===== src/hdl/wkirq_pkg.sv =====
package wkirq_pkg;
	// ----------------------------------------------------------------
	// Bus and register map
	// ----------------------------------------------------------------
	localparam int ADDR_W = 10;
	localparam int DATA_W = 32;
	localparam int LINES = 16;
	localparam logic [7:0] IDX_CTRL = 8'hF9;
	localparam logic [7:0] IDX_MASK_HI = 8'hFA;
	localparam logic [7:0] IDX_MASK_LO = 8'hFB;
	localparam logic [7:0] IDX_EDGE_HI = 8'hFC;
	localparam logic [7:0] IDX_EDGE_LO = 8'hFD;
	localparam logic [7:0] IDX_PEND_HI = 8'hFE;
	localparam logic [7:0] IDX_PEND_LO = 8'hFF;
	localparam logic [7:0] RST_BYTE = 8'h00;
	// ----------------------------------------------------------------
	// Control register fields
	// ----------------------------------------------------------------
	localparam int CTRL_STOP = 2;
	localparam int CTRL_CSEL = 1;
	localparam int CTRL_WSEL = 0;
	// ----------------------------------------------------------------
	// Stop entry timing
	// ----------------------------------------------------------------
	localparam int CNT_W = 4;
	localparam logic [CNT_W-1:0] STOP_ENTRY_CYC = 4'h3;
	// ----------------------------------------------------------------
	// Types
	// ----------------------------------------------------------------
	typedef struct packed {
		logic psel;
		logic penable;
		logic pwrite;
		logic [ADDR_W-1:0] paddr;
		logic [DATA_W-1:0] pwdata;
	} wkirq_apb_t;
	typedef enum {SEQ_IDLE, SEQ_ONE, SEQ_ZERO, SEQ_ARMED, SEQ_STOPPED} wkirq_seq_t;
endpackage


===== src/hdl/wkirq_unit.sv =====
// Added by the designer: register access over APB.
`timescale 1ns/1ns
module wkirq_unit (
	// Clock and reset.
	input wire logic mclk,
	input wire logic rstn,
	// Register bus.
	input wire wkirq_pkg::wkirq_apb_t apb,
	output logic [wkirq_pkg::DATA_W-1:0] prdata,
	output logic pready,
	output logic pslverr,
	// Pins.
	input wire logic [wkirq_pkg::LINES-1:0] wakeLine,
	input wire logic nmiPin,
	input wire logic extIrqPin,
	input wire logic stopPinN,
	// Core and clock unit.
	input wire logic cpuRegWrite,
	output logic sharedIrqReq,
	output logic wakeEvent,
	output logic stopModeReq,
	output logic stopWake
);
	localparam int L = wkirq_pkg::LINES;

	// ----------------------------------------------------------------
	// Synchronisers
	// ----------------------------------------------------------------
	logic [L-1:0] lineS1_q, lineS2_q, lineS3_q;
	logic nmiS1_q, nmiS2_q, nmiS3_q;
	logic extS1_q, extS2_q, stpS1_q, stpS2_q;

	always_ff @(posedge mclk or negedge rstn) begin
		if (!rstn) begin
			lineS1_q <= '0;
			lineS2_q <= '0;
			lineS3_q <= '0;
			{nmiS1_q, nmiS2_q, nmiS3_q} <= 3'h0;
			{extS1_q, extS2_q} <= 2'h0;
			{stpS1_q, stpS2_q} <= 2'h3;
		end else begin
			lineS1_q <= wakeLine;
			lineS2_q <= lineS1_q;
			lineS3_q <= lineS2_q;
			{nmiS1_q, nmiS2_q, nmiS3_q} <= {nmiPin, nmiS1_q, nmiS2_q};
			{extS1_q, extS2_q} <= {extIrqPin, extS1_q};
			{stpS1_q, stpS2_q} <= {stopPinN, stpS1_q};
		end
	end

	wire nmiRise = nmiS2_q & ~nmiS3_q;

	// ----------------------------------------------------------------
	// APB decode
	// ----------------------------------------------------------------
	wire [7:0] idx = apb.paddr[wkirq_pkg::ADDR_W-1:2];
	wire selCtrl = idx == wkirq_pkg::IDX_CTRL;
	wire selMaskHi = idx == wkirq_pkg::IDX_MASK_HI;
	wire selMaskLo = idx == wkirq_pkg::IDX_MASK_LO;
	wire selEdgeHi = idx == wkirq_pkg::IDX_EDGE_HI;
	wire selEdgeLo = idx == wkirq_pkg::IDX_EDGE_LO;
	wire selPendHi = idx == wkirq_pkg::IDX_PEND_HI;
	wire selPendLo = idx == wkirq_pkg::IDX_PEND_LO;
	wire hit = selCtrl | selMaskHi | selMaskLo | selEdgeHi | selEdgeLo | selPendHi | selPendLo;
	wire access = apb.psel & apb.penable;
	wire wrEn = access & apb.pwrite & hit;
	wire [7:0] wd = apb.pwdata[7:0];
	wire ctrlWr = wrEn & selCtrl;
	wire wdStop = wd[wkirq_pkg::CTRL_STOP];
	wire otherWr = (wrEn & ~selCtrl) | cpuRegWrite;

	assign pready = 1'b1;
	assign pslverr = access & ~hit;

	// ----------------------------------------------------------------
	// Configuration registers
	// ----------------------------------------------------------------
	logic [L-1:0] mask_q, edge_q, pend_q, pend_d;
	logic stop_q, stop_d, csel_q, wsel_q;

	always_ff @(posedge mclk or negedge rstn) begin
		if (!rstn) begin
			mask_q <= '0;
			edge_q <= '0;
			csel_q <= 1'b0;
			wsel_q <= 1'b0;
		end else begin
			if (wrEn & selMaskHi) mask_q[15:8] <= wd;
			if (wrEn & selMaskLo) mask_q[7:0] <= wd;
			if (wrEn & selEdgeHi) edge_q[15:8] <= wd;
			if (wrEn & selEdgeLo) edge_q[7:0] <= wd;
			if (ctrlWr) begin
				csel_q <= wd[wkirq_pkg::CTRL_CSEL];
				wsel_q <= wd[wkirq_pkg::CTRL_WSEL];
			end
		end
	end

	// ----------------------------------------------------------------
	// Edge detection and pending bits
	// ----------------------------------------------------------------
	wire [L-1:0] edgeWrBlk = {{8{wrEn & selEdgeHi}}, {8{wrEn & selEdgeLo}}};
	logic [L-1:0] hwSet;

	genvar g;
	generate
		for (g = 0; g < L; g++) begin : gLine
			wire rise = lineS2_q[g] & ~lineS3_q[g];
			wire fall = ~lineS2_q[g] & lineS3_q[g];
			assign hwSet[g] = (edge_q[g] ? rise : fall) & ~edgeWrBlk[g];
		end
	endgenerate

	// A hardware event in the same cycle as a software clear survives.
	wire [L-1:0] swPend = {(wrEn & selPendHi) ? wd : pend_q[15:8],
		(wrEn & selPendLo) ? wd : pend_q[7:0]};
	assign pend_d = swPend | hwSet;

	always_ff @(posedge mclk or negedge rstn) begin
		if (!rstn) pend_q <= '0;
		else pend_q <= pend_d;
	end

	// ----------------------------------------------------------------
	// Request routing
	// ----------------------------------------------------------------
	wire [L-1:0] active = pend_q & mask_q;
	wire anyActive = |active;
	wire wakeAny = wsel_q & anyActive;
	wire chanReq = csel_q ? anyActive : extS2_q;
	wire entryOk = ~nmiS2_q & wsel_q & ~anyActive & (|mask_q);

	// ----------------------------------------------------------------
	// Stop sequence
	// ----------------------------------------------------------------
	wkirq_pkg::wkirq_seq_t st_q, st_d;
	logic [wkirq_pkg::CNT_W-1:0] cnt_q, cnt_d;
	logic wakeOut_d;

	always_comb begin
		st_d = st_q;
		stop_d = stop_q;
		cnt_d = cnt_q;
		wakeOut_d = 1'b0;
		case (st_q)
			wkirq_pkg::SEQ_IDLE: begin
				if (ctrlWr) begin
					stop_d = wdStop;
					if (wdStop) st_d = wkirq_pkg::SEQ_ONE;
				end
			end
			wkirq_pkg::SEQ_ONE: begin
				if (otherWr) begin
					st_d = wkirq_pkg::SEQ_IDLE;
					stop_d = 1'b0;
				end else if (ctrlWr) begin
					stop_d = wdStop;
					if (!wdStop) st_d = wkirq_pkg::SEQ_ZERO;
				end
			end
			wkirq_pkg::SEQ_ZERO: begin
				if (otherWr) begin
					st_d = wkirq_pkg::SEQ_IDLE;
				end else if (ctrlWr) begin
					st_d = wkirq_pkg::SEQ_IDLE;
					if (wdStop && entryOk) begin
						st_d = wkirq_pkg::SEQ_ARMED;
						stop_d = 1'b1;
						cnt_d = '0;
					end else if (wdStop) begin
						stop_d = nmiS2_q;
					end
				end
			end
			wkirq_pkg::SEQ_ARMED: begin
				// Entry takes several cycles; any mapped or CPU register write, or a line wake-up, in that window cancels it.
				if (otherWr | ctrlWr | wakeAny) begin
					st_d = wkirq_pkg::SEQ_IDLE;
					stop_d = 1'b0;
				end else if (cnt_q == wkirq_pkg::STOP_ENTRY_CYC - 4'h1) begin
					st_d = wkirq_pkg::SEQ_STOPPED;
				end else begin
					cnt_d = cnt_q + 4'h1;
				end
			end
			wkirq_pkg::SEQ_STOPPED: begin
				if (wakeAny) begin
					st_d = wkirq_pkg::SEQ_IDLE;
					stop_d = 1'b0;
					wakeOut_d = 1'b1;
				end else if (nmiRise) begin
					st_d = wkirq_pkg::SEQ_IDLE;
					wakeOut_d = 1'b1;
				end
			end
			default: begin
				st_d = wkirq_pkg::SEQ_IDLE;
				stop_d = 1'b0;
			end
		endcase
	end

	wire stopReq_d = (st_d == wkirq_pkg::SEQ_STOPPED) | ~stpS2_q;

	always_ff @(posedge mclk or negedge rstn) begin
		if (!rstn) begin
			st_q <= wkirq_pkg::SEQ_IDLE;
			stop_q <= 1'b0;
			cnt_q <= '0;
		end else begin
			st_q <= st_d;
			stop_q <= stop_d;
			cnt_q <= cnt_d;
		end
	end

	// ----------------------------------------------------------------
	// Outputs
	// ----------------------------------------------------------------
	logic [7:0] rdByte;
	logic [wkirq_pkg::DATA_W-1:0] prdata_q;

	assign rdByte = selCtrl ? {5'h00, stop_q, csel_q, wsel_q} :
		selMaskHi ? mask_q[15:8] : selMaskLo ? mask_q[7:0] :
		selEdgeHi ? edge_q[15:8] : selEdgeLo ? edge_q[7:0] :
		selPendHi ? pend_q[15:8] : selPendLo ? pend_q[7:0] : wkirq_pkg::RST_BYTE;

	always_ff @(posedge mclk or negedge rstn) begin
		if (!rstn) begin
			prdata_q <= '0;
			sharedIrqReq <= 1'b0;
			wakeEvent <= 1'b0;
			stopModeReq <= 1'b0;
			stopWake <= 1'b0;
		end else begin
			if (apb.psel & ~apb.penable) prdata_q <= {24'h000000, rdByte};
			sharedIrqReq <= chanReq;
			wakeEvent <= wakeAny;
			stopModeReq <= stopReq_d;
			stopWake <= wakeOut_d;
		end
	end

	assign prdata = prdata_q;
endmodule // wkirq_unit


===== config.mk =====
export PLATFORM = sky130hd
export DESIGN_NAME = wkirq_unit
export DESIGN_NICKNAME = d
export VERILOG_FILES = /design/src/hdl/wkirq_pkg.sv /design/src/hdl/wkirq_unit.sv
export SDC_FILE = /design/constraint.sdc
export NUM_CORES = 1
export LEC_CHECK = 0
export BUFFER_PORTS_ARGS = -buffer_cell sky130_fd_sc_hd__buf_2
export CORE_MARGIN = 5
export CORE_UTILIZATION = 35
export DETAILED_ROUTE_END_ITERATION = 6
export SYNTH_ARGS = -nofsm -noshare
export SYNTH_HDL_FRONTEND = slang
export SYNTH_SLANG_ARGS = --single-unit
export TNS_END_PERCENT = 5

===== constraint.sdc =====
create_clock -name mclk -period 1.85 [get_ports mclk]
set_clock_uncertainty 0.05 [all_clocks]
set_input_delay 0.0925 -clock mclk [delete_from_list [all_inputs] [get_ports mclk]]
set_output_delay 0.0925 -clock mclk [all_outputs]
set_load 0.05 [all_outputs]

# After elaboration in Yosys (flattened, before gate mapping)
# Cells that the tools add are included.
# word_totals
regBits	154
in_bits	67
out_inout_bits	38
elab_cells	230
# op_classes
addsub	1
eq_ne	21
muxes	57
bitwise	119
reduce_logical	7
# ops
cell	n
32-bit two-way mux	11
32-bit case mux with 5 select lines	1
8-bit two-way mux	9
1-bit AND	66
32-bit by 2-bit equality test with 1-bit output (second input constant)	2
8-bit equality test (second input constant)	7
1-bit NOT	41
32-bit by 1-bit equality test with 1-bit output (second input constant)	1
32-bit by 3-bit equality test with 1-bit output (second input constant)	1
32-bit by 4-bit equality test with 1-bit output (second input constant)	1
32-bit logical NOT	1
16-bit OR reduction	2
1-bit two-way mux	28
4-bit two-way mux	5
16-bit AND	1
16-bit OR	1
2-bit inequality test (second input constant)	7
1-bit OR	10
4-bit case mux with 2 select lines	1
6-bit AND reduction	1
1-bit case mux with 5 select lines	1
5-bit AND reduction	1
4-bit by 1-bit adder with 4-bit output (second input constant)	1
4-bit by 2-bit equality test with 1-bit output (second input constant)	1
4 further kinds	4

# Longest topological paths before layout
# depth
word_depth	16
depth_mapped	8
ltp_nobuf	6

# Worst setup path before layout
# Ideal clock, no wire load.
# synth_timing
path_kind	reg2reg
start	register st_q[10]
end	register stop_q
setup_ns	0.128
arrival_ns	1.743
required_time_ns	1.672
setup_slack_ns	-0.071
stages_incl_launch_ff	7
path_buffers	0
synth_period_minus_slack_ns	1.921
path_cell_list	dfrtp_1 > nor4_2 > nand4_2 > nor4b_4 > o21ai_1 > o221ai_1 > mux2_1
# synth_via
elab_chain_len	3
word_cells_on_any_way	12
classes_between	eq/ne (9); mux (1); reduce/logical (2)
# synth_rtl
item	line	rtl
start, declared	wkirq_unit.sv:136	wkirq_pkg::wkirq_seq_t st_q, st_d;
start signal, assigned	wkirq_unit.sv:207	st_q <= wkirq_pkg::SEQ_IDLE;
start signal, assigned	wkirq_unit.sv:211	st_q <= st_d;
32-bit by 2-bit equality test with 1-bit output or 32-bit by 3-bit equality test with 1-bit output (tied branches)	wkirq_unit.sv:145	case (st_q)
3-bit inequality test (no line) or 2-bit inequality test (tied branches)	-	
5-bit AND reduction (no line)	-	
end signal, assigned	wkirq_unit.sv:212	stop_q <= stop_d;
end, declared	wkirq_unit.sv:79	logic stop_q, stop_d, csel_q, wsel_q;
# Several ways; a longest one is shown, not always the timed one.
# A chain may end at the register's enable or synchronous reset.

# Worst setup path in the final report
# layout_timing
start	register st_q[31]
end	register stop_q
# The elaborated chain is that of the path after synthesis.

==> impl_results.md <==
* I/O pin count at 105
* Startpoint types: flip-flop
* Uppermost layer routed: met4
* Mapped cell area at 6350 sq um
* Fin. max-slew vios at 0
* Chip width at approximately 140 um
* Hold WC Path Type: input pin to asynchronous set/reset pin
* Critical-path maximum fanout at 4
* Post-synthesis async set-or-reset flop share at 100%
* Gpl congestion at just under 0.9
* Setup slack after layout at -0.220 ns
* Routed WL at 15.0 mm
* Power per cell area at between 900 and 1000 nW/um^2
* Share of cells above drive strength 1 at a little under a third
* Clk root buf: clkbuf_16
* Fill cells at approximately 1600
* Critical path class: flip-flop to flip-flop
* Synth cell types at 57
* H-Tree Depth at 4
* Top_reg_cell synth: dfrtp_1
* Cell Rows at 49
* Final period util at 112%
* Met2 routed wirelength at 7.01 mm
* Global-route wire length before repair at about 25 mm
* Die height at 145 um
* # diodes at 0
* EDFF count, synth at 0
* Initial core utilization at ~35%
* Fin nets at between 700 and 800
* Vias in the first global route at 4766
* Failing checks: setup timing
* All-Layer GR Usage at between 15 and 20%
* Overall Power at ~7.6 mW
* FF/Latch Area at 3860 sq um
* Port Buffers at 53
* Slowest cell on crit path: dfrtp_1
* Utilization after layout at around 47%
* Inst Count DP at about 890
* Status: finished, violations left
* Mapped Cells at ~530
* Post-layout instance area at about 8400 sq um
* WL met3 at 810 um
* Wirelength per Cell at about 16 um
* CP max stage delay at 0.37 ns
* RSZ-0062 raised after global routing: true
* Clock sinks at roughly 150
* Reg clk slew, reported paths at around 0.06 ns
* CP cell instances: nor4_2 -> nand4_2 -> buf_4 -> a2111o_1 -> o32ai_1 -> mux2_4
* Largest net degree at the start of global routing at 52
* Post-synthesis sequential area ratio at around 61%
* 1st-iter DRT viols at 281
* CTS Buf Count at 17
* FMAX at slightly below 500 MHz
* Final min period at 2.07 ns
* Syn. warnings at 0
* DR DRC count at 0
* CP arrival at 2.38 ns
* Via count at approximately 4600
* Buffers and inverters on the worst path at 1
* Setup Viol. Count Final at 9
* Leakage at roughly 3.8 nW
* Clk buf depth at 2
* Total gr overflow at 0
* Antenna violations before repair at 0
* DIE AREA at around 21000 sq um
* CP delay by family, top: compound AO/OA/AOI/OAI gates
* Footprint of the multi-input gates at between 2000 and 2500 sq um
* Max cap viols at 0
* Core area at about 18000 sq um
* Fin. Hold Viols at 0
* Finished Layout Cells at 950
* CP Capture Type: flip-flop
* Vias per cell at 4.83
* Detail Route Antenna Nets at 0
* Synthesis-to-layout area growth at 32.2%
* Maximum vdd drop at 0.655 mV
* CTS tree: built
* Dpl hpwl at roughly 11 mm
* Setup TNS at -1.07 ns
* Worst-Skew Late Latency at approximately 0.42 ns
* Drt pass-1 iters at 5
* Dpl cell area at roughly 7400 sq um
* Synth Register Bits at roughly 150
* Avg Cell Area, Syn at between 10 and 15 sq um
* R2r setup slk at -0.22 ns
* Met1 Wirelength at 7.00 mm
* Critical Path RT at 2.16 ns
-- flip-flops by register name, indices dropped and copies added, names as in the netlist, 4 cells and up --
name,cells
lineS1_q,16
lineS2_q,16
lineS3_q,16
mask_q,16
st_q,32
pend_q,16
cnt_q,4
edge_q,16
prdata,8
-- routing by layer --
metal	track usage, %	up-vias
met5	0	-
met4	4.96	0
met3	3.71	13
met2	23.4	128
met1	21.3	2254
li1	-	2189
-- layout make-up --
class	count	share of cell area (%)
flip-flops and latches	154	45.9
clock buffers	22	5.65
repair buffers	154	13.9
well taps	229	3.41
multi-input cells	377	29.5
clock inverters	10	1.40
inverters	4	0.179
-- worst paths after layout --
kind,start,end,cells after the start
hold / removal,rstn,lineS1_q[3],2
max in group asynchronous,rstn,stpS1_q,3
setup / recovery,st_q[31],stop_q,6
setup reg to reg,st_q[31],stop_q,6
min in group mclk,apb[43],prdata[0],5
hold reg to reg,lineS1_q[5],lineS2_q[5],0
-- power breakdown --
group          internal, mW  switching, mW  total [mW]
registers              3.49         0.0613        3.55
logic                 0.195          0.407       0.602
clock network          2.09           1.33        3.42
total                  5.78           1.80        7.58
-- kinds of logic after synthesis --
family	count (synthesis)	synth area share, %
other cells	2	0.118
compound gates	105	10.8
fa+ha+maj	2	0.394
simple gates	165	14.9
buf+inv	46	4.33
mux	51	8.71
flops	154	60.7
-- through the flow --
step | hold slack, ns | setup WS [ns]
6_report | 0.149 | -0.220
5_1_grt | 0.175 | -0.298
4_1_cts | 0.122 | -0.209
3_5_place_dp | 0.0353 | -0.251
3_3_place_gp | 0.0279 | -0.240
2_1_floorplan | -0.253 | -0.0707
-- synth_stat cells, types with 7 or more instances --
master,n,area share (%)
dfrtp_1,152,60
nand2_1,42,2.5
mux2_2,33,5.9
o21ai_0,31,2.4
a21oi_1,27,2.1
nor2_1,26,1.5
buf_4,25,3.0
mux2i_1,17,2.7
nand3_1,16,1.3
nor3b_1,11,1.3
clkbuf_1,10,0.59
nand2b_1,9,0.89
nor2b_1,9,0.89
o221ai_1,9,1.2
buf_2,7,0.55
-- repair_timing --
item / in CTS / in global routing
setup endpoints to repair: 9 / 10
gates resized for setup: 8 / 7
pin swaps: 9 / 6
endpoints found under the hold margin: 180 / 0
buffers inserted: 1 / 0
hold buffers: 28 / 0
cloned: 0 / 0
-- cell usage in the layout (no fill, tap or decap), types with 8 or more instances in the layout --
cell type / synthesis / final
a21oi_1: 27 / 26
buf_2: 7 / 52
buf_4: 25 / 67
clkbuf_16: 0 / 17
conb_1: 2 / 54
dfrtp_1: 152 / 152
dlygate4sd3_1: 0 / 28
mux2_2: 33 / 33
mux2i_1: 17 / 17
nand2_1: 42 / 42
nand2b_1: 9 / 9
nand3_1: 16 / 16
nor2_1: 26 / 26
nor2b_1: 9 / 9
nor3b_1: 11 / 11
o21ai_0: 31 / 29
o221ai_1: 9 / 8
(Power assumes the default switching activity.)
